$ cat src/pkg/eirq_pkg.sv
// Register map, field layout and event carrier types for the event interrupt flag and mask registers.
package eirq_pkg;

    localparam int ADDR_W = 16;
    localparam int DATA_W = 16;

    // Byte-free word addresses of the six registers.
    localparam logic [15:0] OFS_TIMER2_IRQ_ENABLE = 16'h742d;
    localparam logic [15:0] OFS_CAPTURE_LO_IRQ_ENABLE = 16'h742e;
    localparam logic [15:0] OFS_TIMER3_COMPARE_IRQ_FLAGS = 16'h752f;
    localparam logic [15:0] OFS_TIMER4_IRQ_FLAGS = 16'h7530;
    localparam logic [15:0] OFS_CAPTURE_HI_IRQ_FLAGS = 16'h7531;
    localparam logic [15:0] OFS_TIMER3_COMPARE_IRQ_ENABLE = 16'h752c;

    // Implemented bits of each register; everything else reads zero.
    localparam logic [15:0] MASK_TIMER_QUAD = 16'h000f;
    localparam logic [15:0] MASK_CAPTURE = 16'h0007;
    localparam logic [15:0] MASK_TIMER3_COMPARE = 16'h078f;

    // Field positions inside the timer-three/compare registers.
    localparam int POS_PROTECT = 0;
    localparam int POS_CMP_LO = 1;
    localparam int POS_T3_LO = 7;

    // Field positions inside the timer quad registers.
    localparam int POS_PERIOD = 0;
    localparam int POS_COMPARE = 1;
    localparam int POS_UNDERFLOW = 2;
    localparam int POS_OVERFLOW = 3;

    // Reset values.
    localparam logic [15:0] RST_ZERO = 16'h0000;
    localparam logic [15:0] RST_TIMER3_COMPARE_IRQ_ENABLE = 16'h0001;

    // Event pulses from one general-purpose timer.
    typedef struct packed {
        logic overflow;
        logic underflow;
        logic compare;
        logic period;
    } eirq_timer_evt_type;

    // Event pulses from three capture or compare units, unit one in bit 0.
    typedef struct packed {
        logic unit3;
        logic unit2;
        logic unit1;
    } eirq_trio_evt_type;

    // Register bus request.
    typedef struct packed {
        logic [ADDR_W-1:0] addr;
        logic [DATA_W-1:0] wdata;
        logic wr;
        logic rd;
    } eirq_bus_req_type;

endpackage

$ cat src/hw/eirq_flag_bank.sv
// Generic bank of sticky event flags with write-one-to-clear and an enable gate.
`timescale 1ns/1ps
`default_nettype none
module eirq_flag_bank
    import eirq_pkg::*;
#(
    parameter int WIDTH = 4
) (
    input wire logic ref_clk, // Block clock.
    input wire logic reset, // Asynchronous reset, active high.
    input wire logic clk_en, // Freezes the flags while low.
    input wire logic [WIDTH-1:0] event_in, // One-cycle event pulses.
    input wire logic [WIDTH-1:0] clear_in, // Write-one-to-clear bits.
    input wire logic [WIDTH-1:0] enable_in, // Matching enable bits.
    output logic [WIDTH-1:0] flag_q, // Sticky flags.
    output logic pending // Some enabled flag is set.
);

    // Elaboration-time refusal of widths the register word cannot hold.
    if (WIDTH < 1 || WIDTH > DATA_W) begin : gen_width_check
        $error("eirq_flag_bank: WIDTH out of range");
    end

    logic [WIDTH-1:0] flag_d;

    always_comb begin
        flag_d = (flag_q & ~clear_in) | event_in;
    end

    always_ff @(posedge ref_clk or posedge reset) begin
        if (reset) begin
            flag_q <= '0;
        end else if (clk_en) begin
            flag_q <= flag_d;
        end
    end

    assign pending = |(flag_q & enable_in);

endmodule
`default_nettype wire

$ cat src/hw/eirq_regs.sv
// Interrupt flag and mask registers for the two event managers, with the request toward the processor.
//
// Local design decision: the address-and-strobe port.
`timescale 1ns/1ps
`default_nettype none
module eirq_regs
    import eirq_pkg::*;
(
    input wire logic ref_clk, // 100 MHz block clock.
    input wire logic reset, // Asynchronous reset, active high.
    input wire logic clk_en, // Freezes all state while low.
    input wire logic [ADDR_W-1:0] bus_addr, // Register word address.
    input wire logic [DATA_W-1:0] bus_wdata, // Write data.
    input wire logic bus_wr, // Write strobe.
    input wire logic bus_rd, // Read strobe.
    output logic [DATA_W-1:0] bus_rdata_q, // Read data, one cycle after the strobe.
    input wire eirq_timer_evt_type timer_two_evt, // Timer two event pulses.
    input wire eirq_trio_evt_type capture_lo_evt, // Capture one to three pulses.
    input wire eirq_timer_evt_type timer_three_evt, // Timer three event pulses.
    input wire eirq_trio_evt_type compare_hi_evt, // Compare four to six pulses.
    input wire logic drive_protection_evt, // Drive protection event pulse.
    input wire eirq_timer_evt_type timer_four_evt, // Timer four event pulses.
    input wire eirq_trio_evt_type capture_hi_evt, // Capture four to six pulses.
    output logic [3:0] timer_two_irq_enable, // Timer two enables toward the first manager.
    output logic [2:0] capture_lo_irq_enable, // Capture one to three enables.
    output logic first_event_manager_irq_gate, // Some first-manager enable is set.
    output logic second_event_manager_irq // Request from the second manager.
);

    // The first manager's flags live outside this block, so only its enables are driven out.

    logic wr_en;
    logic [3:0] timer2_en_q;
    logic [2:0] cap_lo_en_q;
    logic [15:0] t3c_en_q;
    logic [15:0] t3c_clear;
    logic [3:0] t4_clear;
    logic [2:0] cap_hi_clear;
    logic [7:0] t3c_event;
    logic [7:0] t3c_flag;
    logic [7:0] t3c_enable;
    logic [3:0] t4_flag;
    logic [2:0] cap_hi_flag;
    logic t3c_pend;
    logic t4_pend;
    logic cap_hi_pend;
    logic [DATA_W-1:0] rdata_d;

    assign wr_en = bus_wr & clk_en;

    // Compacts a 16-bit timer-three/compare word to its eight live bits.
    function automatic logic [7:0] pack_t3c(input logic [15:0] w);
        pack_t3c = {w[POS_T3_LO+3:POS_T3_LO], w[POS_CMP_LO+2:POS_CMP_LO], w[POS_PROTECT]};
    endfunction

    // Spreads eight live bits back to the register layout.
    function automatic logic [15:0] unpack_t3c(input logic [7:0] b);
        unpack_t3c = {5'h00, b[7:4], 3'h0, b[3:1], b[0]};
    endfunction

    always_ff @(posedge ref_clk or posedge reset) begin
        if (reset) begin
            timer2_en_q <= RST_ZERO[3:0];
        end else if (wr_en && bus_addr == OFS_TIMER2_IRQ_ENABLE) begin
            timer2_en_q <= bus_wdata[3:0];
        end
    end

    always_ff @(posedge ref_clk or posedge reset) begin
        if (reset) begin
            cap_lo_en_q <= RST_ZERO[2:0];
        end else if (wr_en && bus_addr == OFS_CAPTURE_LO_IRQ_ENABLE) begin
            cap_lo_en_q <= bus_wdata[2:0];
        end
    end

    always_ff @(posedge ref_clk or posedge reset) begin
        if (reset) begin
            t3c_en_q <= RST_TIMER3_COMPARE_IRQ_ENABLE;
        end else if (wr_en && bus_addr == OFS_TIMER3_COMPARE_IRQ_ENABLE) begin
            t3c_en_q <= bus_wdata & MASK_TIMER3_COMPARE;
        end
    end

    always_comb begin
        t3c_clear = '0;
        t4_clear = '0;
        cap_hi_clear = '0;
        if (bus_wr) begin
            if (bus_addr == OFS_TIMER3_COMPARE_IRQ_FLAGS) begin
                t3c_clear = bus_wdata & MASK_TIMER3_COMPARE;
            end
            if (bus_addr == OFS_TIMER4_IRQ_FLAGS) begin
                t4_clear = bus_wdata[3:0];
            end
            if (bus_addr == OFS_CAPTURE_HI_IRQ_FLAGS) begin
                cap_hi_clear = bus_wdata[2:0];
            end
        end
    end

    // Flag layout of timer three and compares.
    always_comb begin
        t3c_event = {timer_three_evt.overflow, timer_three_evt.underflow, timer_three_evt.compare,
                     timer_three_evt.period, compare_hi_evt.unit3, compare_hi_evt.unit2,
                     compare_hi_evt.unit1, drive_protection_evt};
    end

    assign t3c_enable = pack_t3c(t3c_en_q);

    eirq_flag_bank #(
        .WIDTH(8)
    ) u_t3c_flags (
        .ref_clk(ref_clk),
        .reset(reset),
        .clk_en(clk_en),
        .event_in(t3c_event),
        .clear_in(pack_t3c(t3c_clear)),
        .enable_in(t3c_enable),
        .flag_q(t3c_flag),
        .pending(t3c_pend)
    );

    eirq_flag_bank #(
        .WIDTH(4)
    ) u_t4_flags (
        .ref_clk(ref_clk),
        .reset(reset),
        .clk_en(clk_en),
        .event_in(timer_four_evt),
        .clear_in(t4_clear),
        .enable_in(4'hf),
        .flag_q(t4_flag),
        .pending(t4_pend)
    );

    eirq_flag_bank #(
        .WIDTH(3)
    ) u_cap_hi_flags (
        .ref_clk(ref_clk),
        .reset(reset),
        .clk_en(clk_en),
        .event_in(capture_hi_evt),
        .clear_in(cap_hi_clear),
        .enable_in(3'h7),
        .flag_q(cap_hi_flag),
        .pending(cap_hi_pend)
    );

    // Timer-four and capture-hi enables are outside this block; their flags request unconditionally here.
    // Combined request.
    assign second_event_manager_irq = t3c_pend | t4_pend | cap_hi_pend;
    assign timer_two_irq_enable = timer2_en_q;
    assign capture_lo_irq_enable = cap_lo_en_q;
    assign first_event_manager_irq_gate = |timer2_en_q | |cap_lo_en_q;

    always_comb begin
        rdata_d = '0;
        case (bus_addr)
            OFS_TIMER2_IRQ_ENABLE: rdata_d = {12'h000, timer2_en_q};
            OFS_CAPTURE_LO_IRQ_ENABLE: rdata_d = {13'h0000, cap_lo_en_q};
            OFS_TIMER3_COMPARE_IRQ_FLAGS: rdata_d = unpack_t3c(t3c_flag);
            OFS_TIMER4_IRQ_FLAGS: rdata_d = {12'h000, t4_flag};
            OFS_CAPTURE_HI_IRQ_FLAGS: rdata_d = {13'h0000, cap_hi_flag};
            OFS_TIMER3_COMPARE_IRQ_ENABLE: rdata_d = t3c_en_q;
            default: rdata_d = '0;
        endcase
    end

    // Read data stands in the cycle after the strobe and is held while clk_en is low; otherwise it reads zero.
    always_ff @(posedge ref_clk or posedge reset) begin
        if (reset) begin
            bus_rdata_q <= '0;
        end else if (clk_en) begin
            bus_rdata_q <= bus_rd ? rdata_d : '0;
        end
    end

endmodule
`default_nettype wire

$ cat config.mk
export PLATFORM = sky130hd
export DESIGN_NAME = eirq_regs
export DESIGN_NICKNAME = d
export VERILOG_FILES = /design/src/pkg/eirq_pkg.sv /design/src/hw/eirq_flag_bank.sv /design/src/hw/eirq_regs.sv
export SDC_FILE = /design/constraint.sdc
export NUM_CORES = 1
export LEC_CHECK = 0
export BUFFER_PORTS_ARGS = -buffer_cell sky130_fd_sc_hd__buf_2
export CAP_MARGIN = 20
export CORE_UTILIZATION = 25
export DETAILED_ROUTE_END_ITERATION = 6
export GPL_TIMING_DRIVEN = 0
export SLEW_MARGIN = 25
export SYNTH_ARGS = -nofsm -noshare
export SYNTH_HDL_FRONTEND = slang
export SYNTH_SLANG_ARGS = --single-unit
$ cat constraint.sdc
create_clock -name ref_clk -period 1.3 [get_ports ref_clk]
set_input_delay 0.195 -clock ref_clk [delete_from_list [all_inputs] [get_ports ref_clk]]
set_output_delay 0.195 -clock ref_clk [all_outputs]
set_load 0.05 [all_outputs]
### Word level (Yosys, flattened, before mapping)

Cells that the tools add are included.

| operators by class | value |
|---|---|
| multiplexer cells | 8 |
| bitwise gates (word level) | 14 |
| eq/ne operators | 6 |
| reductions and logical operators | 8 |

Operators with widths:

| kind | count |
|---|---|
| == test 16 x 15 -> 1 bit (second input constant) | 6 |
| case mux 11 bit (6 select lines) | 1 |
| 2-to-1 mux 11 bit | 2 |
| AND 8 bit | 2 |
| 2-to-1 mux 16 bit | 1 |
| 2-to-1 mux 4 bit | 2 |
| inverter 8 bit | 1 |
| bitwise OR 8 bit | 1 |
| OR reduction 4 bit | 2 |
| OR reduction 8 bit | 1 |
| 2-to-1 mux 3 bit | 2 |
| OR reduction 3 bit | 2 |
| AND 4 bit | 1 |
| inverter 4 bit | 1 |
| bitwise OR 4 bit | 1 |
| AND 3 bit | 1 |
| logical AND 1 bit | 3 |
| inverter 3 bit | 1 |
| bitwise OR 1 bit | 3 |
| bitwise OR 3 bit | 1 |
| AND 1 bit | 1 |

| storage, ports and cells | value |
|---|---|
| flip-flop bits (word level) | 46 |
| output and inout port bits | 25 |

### Depth between registers and ports, before layout

| depth | value |
|---|---|
| depth in word-level cells | 6 |
| gate-level depth with buffers | 6 |
| mapped depth without buffers | 4 |

### Modules after synthesis

From an unflattened synthesis, not the netlist that was laid out.

| second synthesis, totals | value |
|---|---|
| cell total of the unflattened synthesis | 214 |
| area, all modules | 2152.1 µm² |

By module, submodules not included:

| module | times used | sequential area each (µm²) | cells an instance | area each (µm²) |
|---|---|---|---|---|
| eirq_regs | 1 | 576.8 | 153 | 1461.4 |
| eirq_flag_bank (u_t3c_flags) | 1 | 200.2 | 32 | 376.6 |
| eirq_flag_bank (u_t4_flags) | 1 | 100.1 | 17 | 183.9 |
| eirq_flag_bank (u_cap_hi_flags) | 1 | 75.1 | 12 | 130.1 |

### Worst setup path after synthesis

Ideal clock, no wire load.

| path | value |
|---|---|
| kind | register to output |
| start | register u_t4_flags.flag_q[0] |
| end | output port second_event_manager_irq |
| required time | 1105 ps |
| path slack | -350 ps |
| arrival | 1455 ps |
| stages on the path, launching flop included | 4 |
| cells stage by stage | dfrtp_1 > or4_1 > nor4_1 > nand3_1 |

| on the way | value |
|---|---|
| word-level cells in the longest chain between the ends | 3 |

Ends and longest elaborated chain:

| item | line | RTL |
|---|---|---|
| from (decl) | eirq_flag_bank.sv:15 | `output logic [WIDTH-1:0] flag_q,` |
| from (signal assigned) | eirq_flag_bank.sv:34 | `flag_q <= flag_d;` |
| OR reduction 4 bit | eirq_flag_bank.sv:38 | `assign pending = \|(flag_q & enable_in);` |
| bitwise OR 1 bit (2 in a row) | eirq_regs.sv:152 | `assign second_event_manager_irq = t3c_pend \| t4_pend \| cap_hi_pend;` |
| to (decl) | eirq_regs.sv:27 | `output logic second_event_manager_irq` |

No other way between the ends.

### Final worst setup path

Ends and elaborated chain as after synthesis.

==> results.tsv <==
stage	metric	value	unit
outcome	status	finished, violations left	
outcome	failing checks	setup timing	
global_routing	largest net degree at the start of global routing	21	
yosys	ys async rst share	1.00	
route	ANT nets after route	0	
timing	setup TNS	-4.25	ns
timing	Final Cycle Share	1.51	
yosys	top cell type's share of synthesized area	0.440	
pwr	Leak Pwr	1.45	nW
clock_tree	number of buffers created by CTS	5	
yosys	sequential cell area fraction in the yosys report	0.453	
yosys	Syn. warnings	0	
pwr	Sw Pwr	0.000632	W
yosys	synth top area cells	dfrtp_1 (44%), mux2_2 (8.0%), a22o_1 (7.1%)	
timing	Worst Tran Pin Value	0.542	ns
route	Routed Wire Length	6.69	mm
timing	fin crit period	1.96	ns
global_routing	initial antenna violation count	0	
yosys	cell taking the most area after synthesis	dfrtp_1	
timing	clk_skew	0.0117	ns
clock_tree	worst skew pair latency	0.29	ns
timing	Setup-failing EPs final	36	
route	via/cell ratio	5.02	
floorplan	die height	93.7	um
min_path	HP Class	in2reg	
pwr	sw frac	0.245	
yosys	EDFF count, synth	0	
clock_tree	total clock sinks	38	
floorplan	core outline area	0.00818	mm^2
pwr	Max VDD drop	0.374	mV
global_routing	vias in the first global route	2077	
timing	worst hold slack	0.128	ns
route	DRT iter0 DRCs	135	
critical_path	Crit. End Element	output pin	
pwr	Reg power frac	0.458	
cells_and_area	Antenna diodes	0	
route	per-cell routed wire length	17.3	um
floorplan	Die ar.	0.00878	mm^2
placement	Post-DP HPWL	4.85	mm
critical_path	crit path kind	reg2out	
floorplan	die width	93.7	um
route	drt first pass iters	5	
pwr	Internal	0.00195	W
yosys	Synth Register Bits	38	
pwr	combinational power share	0.141	
global_routing	gr usage total	0.161	
cells_and_area	Filler cells	840	
pwr	pwr/cell area	844	mW/mm^2
timing	PnR worst setup slack	-0.659	ns
route	total number of vias	1939	
yosys	Post-Syn Area	0.00210	mm^2
cells_and_area	layout cells sized above 1	0.505	
critical_path	crit start category	flop	
floorplan	num ports	84	
critical_path	Worst Path Max Fanout	2	
clock_tree	clk root buf	clkbuf_8	
clock_tree	CTS clock-pin slew for the worst setup and hold paths	0.08	ns
yosys	syn_area_per_cell	10.8	um^2
clock_tree	H-tree Lvls	2	
placement	number of I/O port buffers	58	
yosys	Commonest cells post-synth	dfrtp_1 (37), a22o_1 (17), mux2_2 (15), nand4_1 (11)	
floorplan	row count	33	
clock_tree	clk buf depth	2	
clock_tree	CTS tree	done	
placement	routability cong.	0.815	
timing	RSZ-0062 raised after global routing	yes	
timing	Final Hold Vio Count	0	
pwr	Clock power frac	0.401	
timing	fmax	0.510	GHz
floorplan	Starting Density	0.257	
cells_and_area	final net count	339	
yosys	Post-synth top flop	dfrtp_1	
global_routing	first-pass GRT wire length	10.6	mm
yosys	top-count cell post-synth	dfrtp_1	
yosys	Netlist cell types	41	
critical_path	Required @ worst endpoint	1.11	ns
timing	fin. max-slew vios	0	
route	Residual DRC	0	
run	maxcap violations	0	
global_routing	GRT Residual Overflow	0	
cells_and_area	area grow syn2layout	45.2	%
yosys	Syn Inst Count	194	
timing	Slew HR	0.639	
critical_path	arrival time at the worst endpoint	1.76	ns
area by class of cell:
| type | instances | area, um^2 | area share |
|---|---|---|---|
| Buffer | 17 | 111 | 0.0365 |
| Clock buffer | 7 | 86.3 | 0.0283 |
| Clock inverter | 1 | 30.0 | 0.00983 |
| Inverter | 10 | 37.5 | 0.0123 |
| Multi-Input combinational cell | 134 | 1220 | 0.399 |
| Sequential cell | 38 | 956 | 0.313 |
| Tap cell | 105 | 131 | 0.0430 |
| Timing Repair Buffer | 74 | 484 | 0.159 |
metrics by stage:
stage	utilization	cells	power, W	setup slack [ns]	area (um^2)
floorplan	-	201	0.00140	-0.306	2150
global placement	0.315	364	0.00151	-0.680	2570
detailed placement	0.318	365	0.00152	-0.716	2600
CTS	0.367	385	0.00260	-0.739	3000
global route	0.374	386	0.00269	-0.701	3050
finish	0.374	386	0.00258	-0.659	3050
worst max-delay path, stage by stage, from the launching register on:
cell	delay, ns
dfrtp_1	0.39
or4_4	0.55
nor4_4	0.22
nand3_2	0.13
buf_6	0.18
metal layers:
layer,vias to the layer above,track usage,share of wire
met5,-,0,0
met2,52,0.278,0.51
met4,0,0.0615,0.016
met1,973,0.190,0.43
met3,7,0.0421,0.049
li1,907,-,-
kinds of logic after synthesis:
group / Yosys count / share of synthesized area
simple gates: 66 / 0.202
compound gates: 41 / 0.165
flops: 38 / 0.453
buf+inv: 29 / 0.0732
mux: 18 / 0.0946
xor+xnor: 1 / 0.0107
other cells: 1 / 0.00178
layout by cell type, fill, tap and decap left out, types with 4 or more instances in the layout:
cell type	instances
nand4_1	11
o22ai_2	4
nor2_1	8
clkbuf_1	6
a22o_1	17
inv_1	9
clkbuf_8	6
mux2_2	13
buf_2	53
buf_4	19
dfrtp_1	34
nand3_2	7
nand4b_1	4
nand2_1	5
nor4_4	4
buf_6	9
nand2b_1	5
a22oi_1	4
a221oi_1	5
conb_1	8
flip-flops by register name, summed over array words and instances (netlist names):
register,cells
t3c_en_q,8
capture_lo_irq_enable,3
bus_rdata_q,8
u_cap_hi_flags.flag_q,3
u_t4_flags.flag_q,4
timer_two_irq_enable,4
u_t3c_flags.flag_q,8
power by group through the flow:
stage | Sequential (W) | Clock, W | Combinational (W)
detailed placement | 0.00120 | 0 | 0.000319
global placement | 0.00120 | 0 | 0.000307
global route | 0.00118 | 0.00112 | 0.000389
floorplan | 0.00120 | 0 | 0.000193
CTS | 0.00118 | 0.00107 | 0.000349
finish | 0.00118 | 0.00103 | 0.000362
worst paths after layout:
kind / startpoint / end / slack (ns) / depth (start not counted)
setup reg to reg: u_t3c_flags.flag_q[3] / bus_rdata_q[3] / -0.04 / 4
hold reg to reg: bus_rdata_q[2] / bus_rdata_q[2] / 0.53 / 2
min in group asynchronous: reset / u_t4_flags.flag_q[3] / 0.47 / 3
setup / recovery: u_t4_flags.flag_q[0] / second_event_manager_irq / -0.66 / 4
hold / removal: timer_four_evt[0] / u_t4_flags.flag_q[0] / 0.13 / 2
max in group asynchronous: reset / t3c_en_q[0] / 0.29 / 4
timing repair:
action | in CTS | in global routing
setup endpoints to repair | 40 | 41
resized for setup | 39 | 10
hold buffers | 1 | 0
pin swaps | 18 | 7
gates cloned | 2 | 0
buffers inserted | 11 | 1
hold endpoints to repair | 18 | 0
Note: power is estimated with default switching activity, not from simulation.
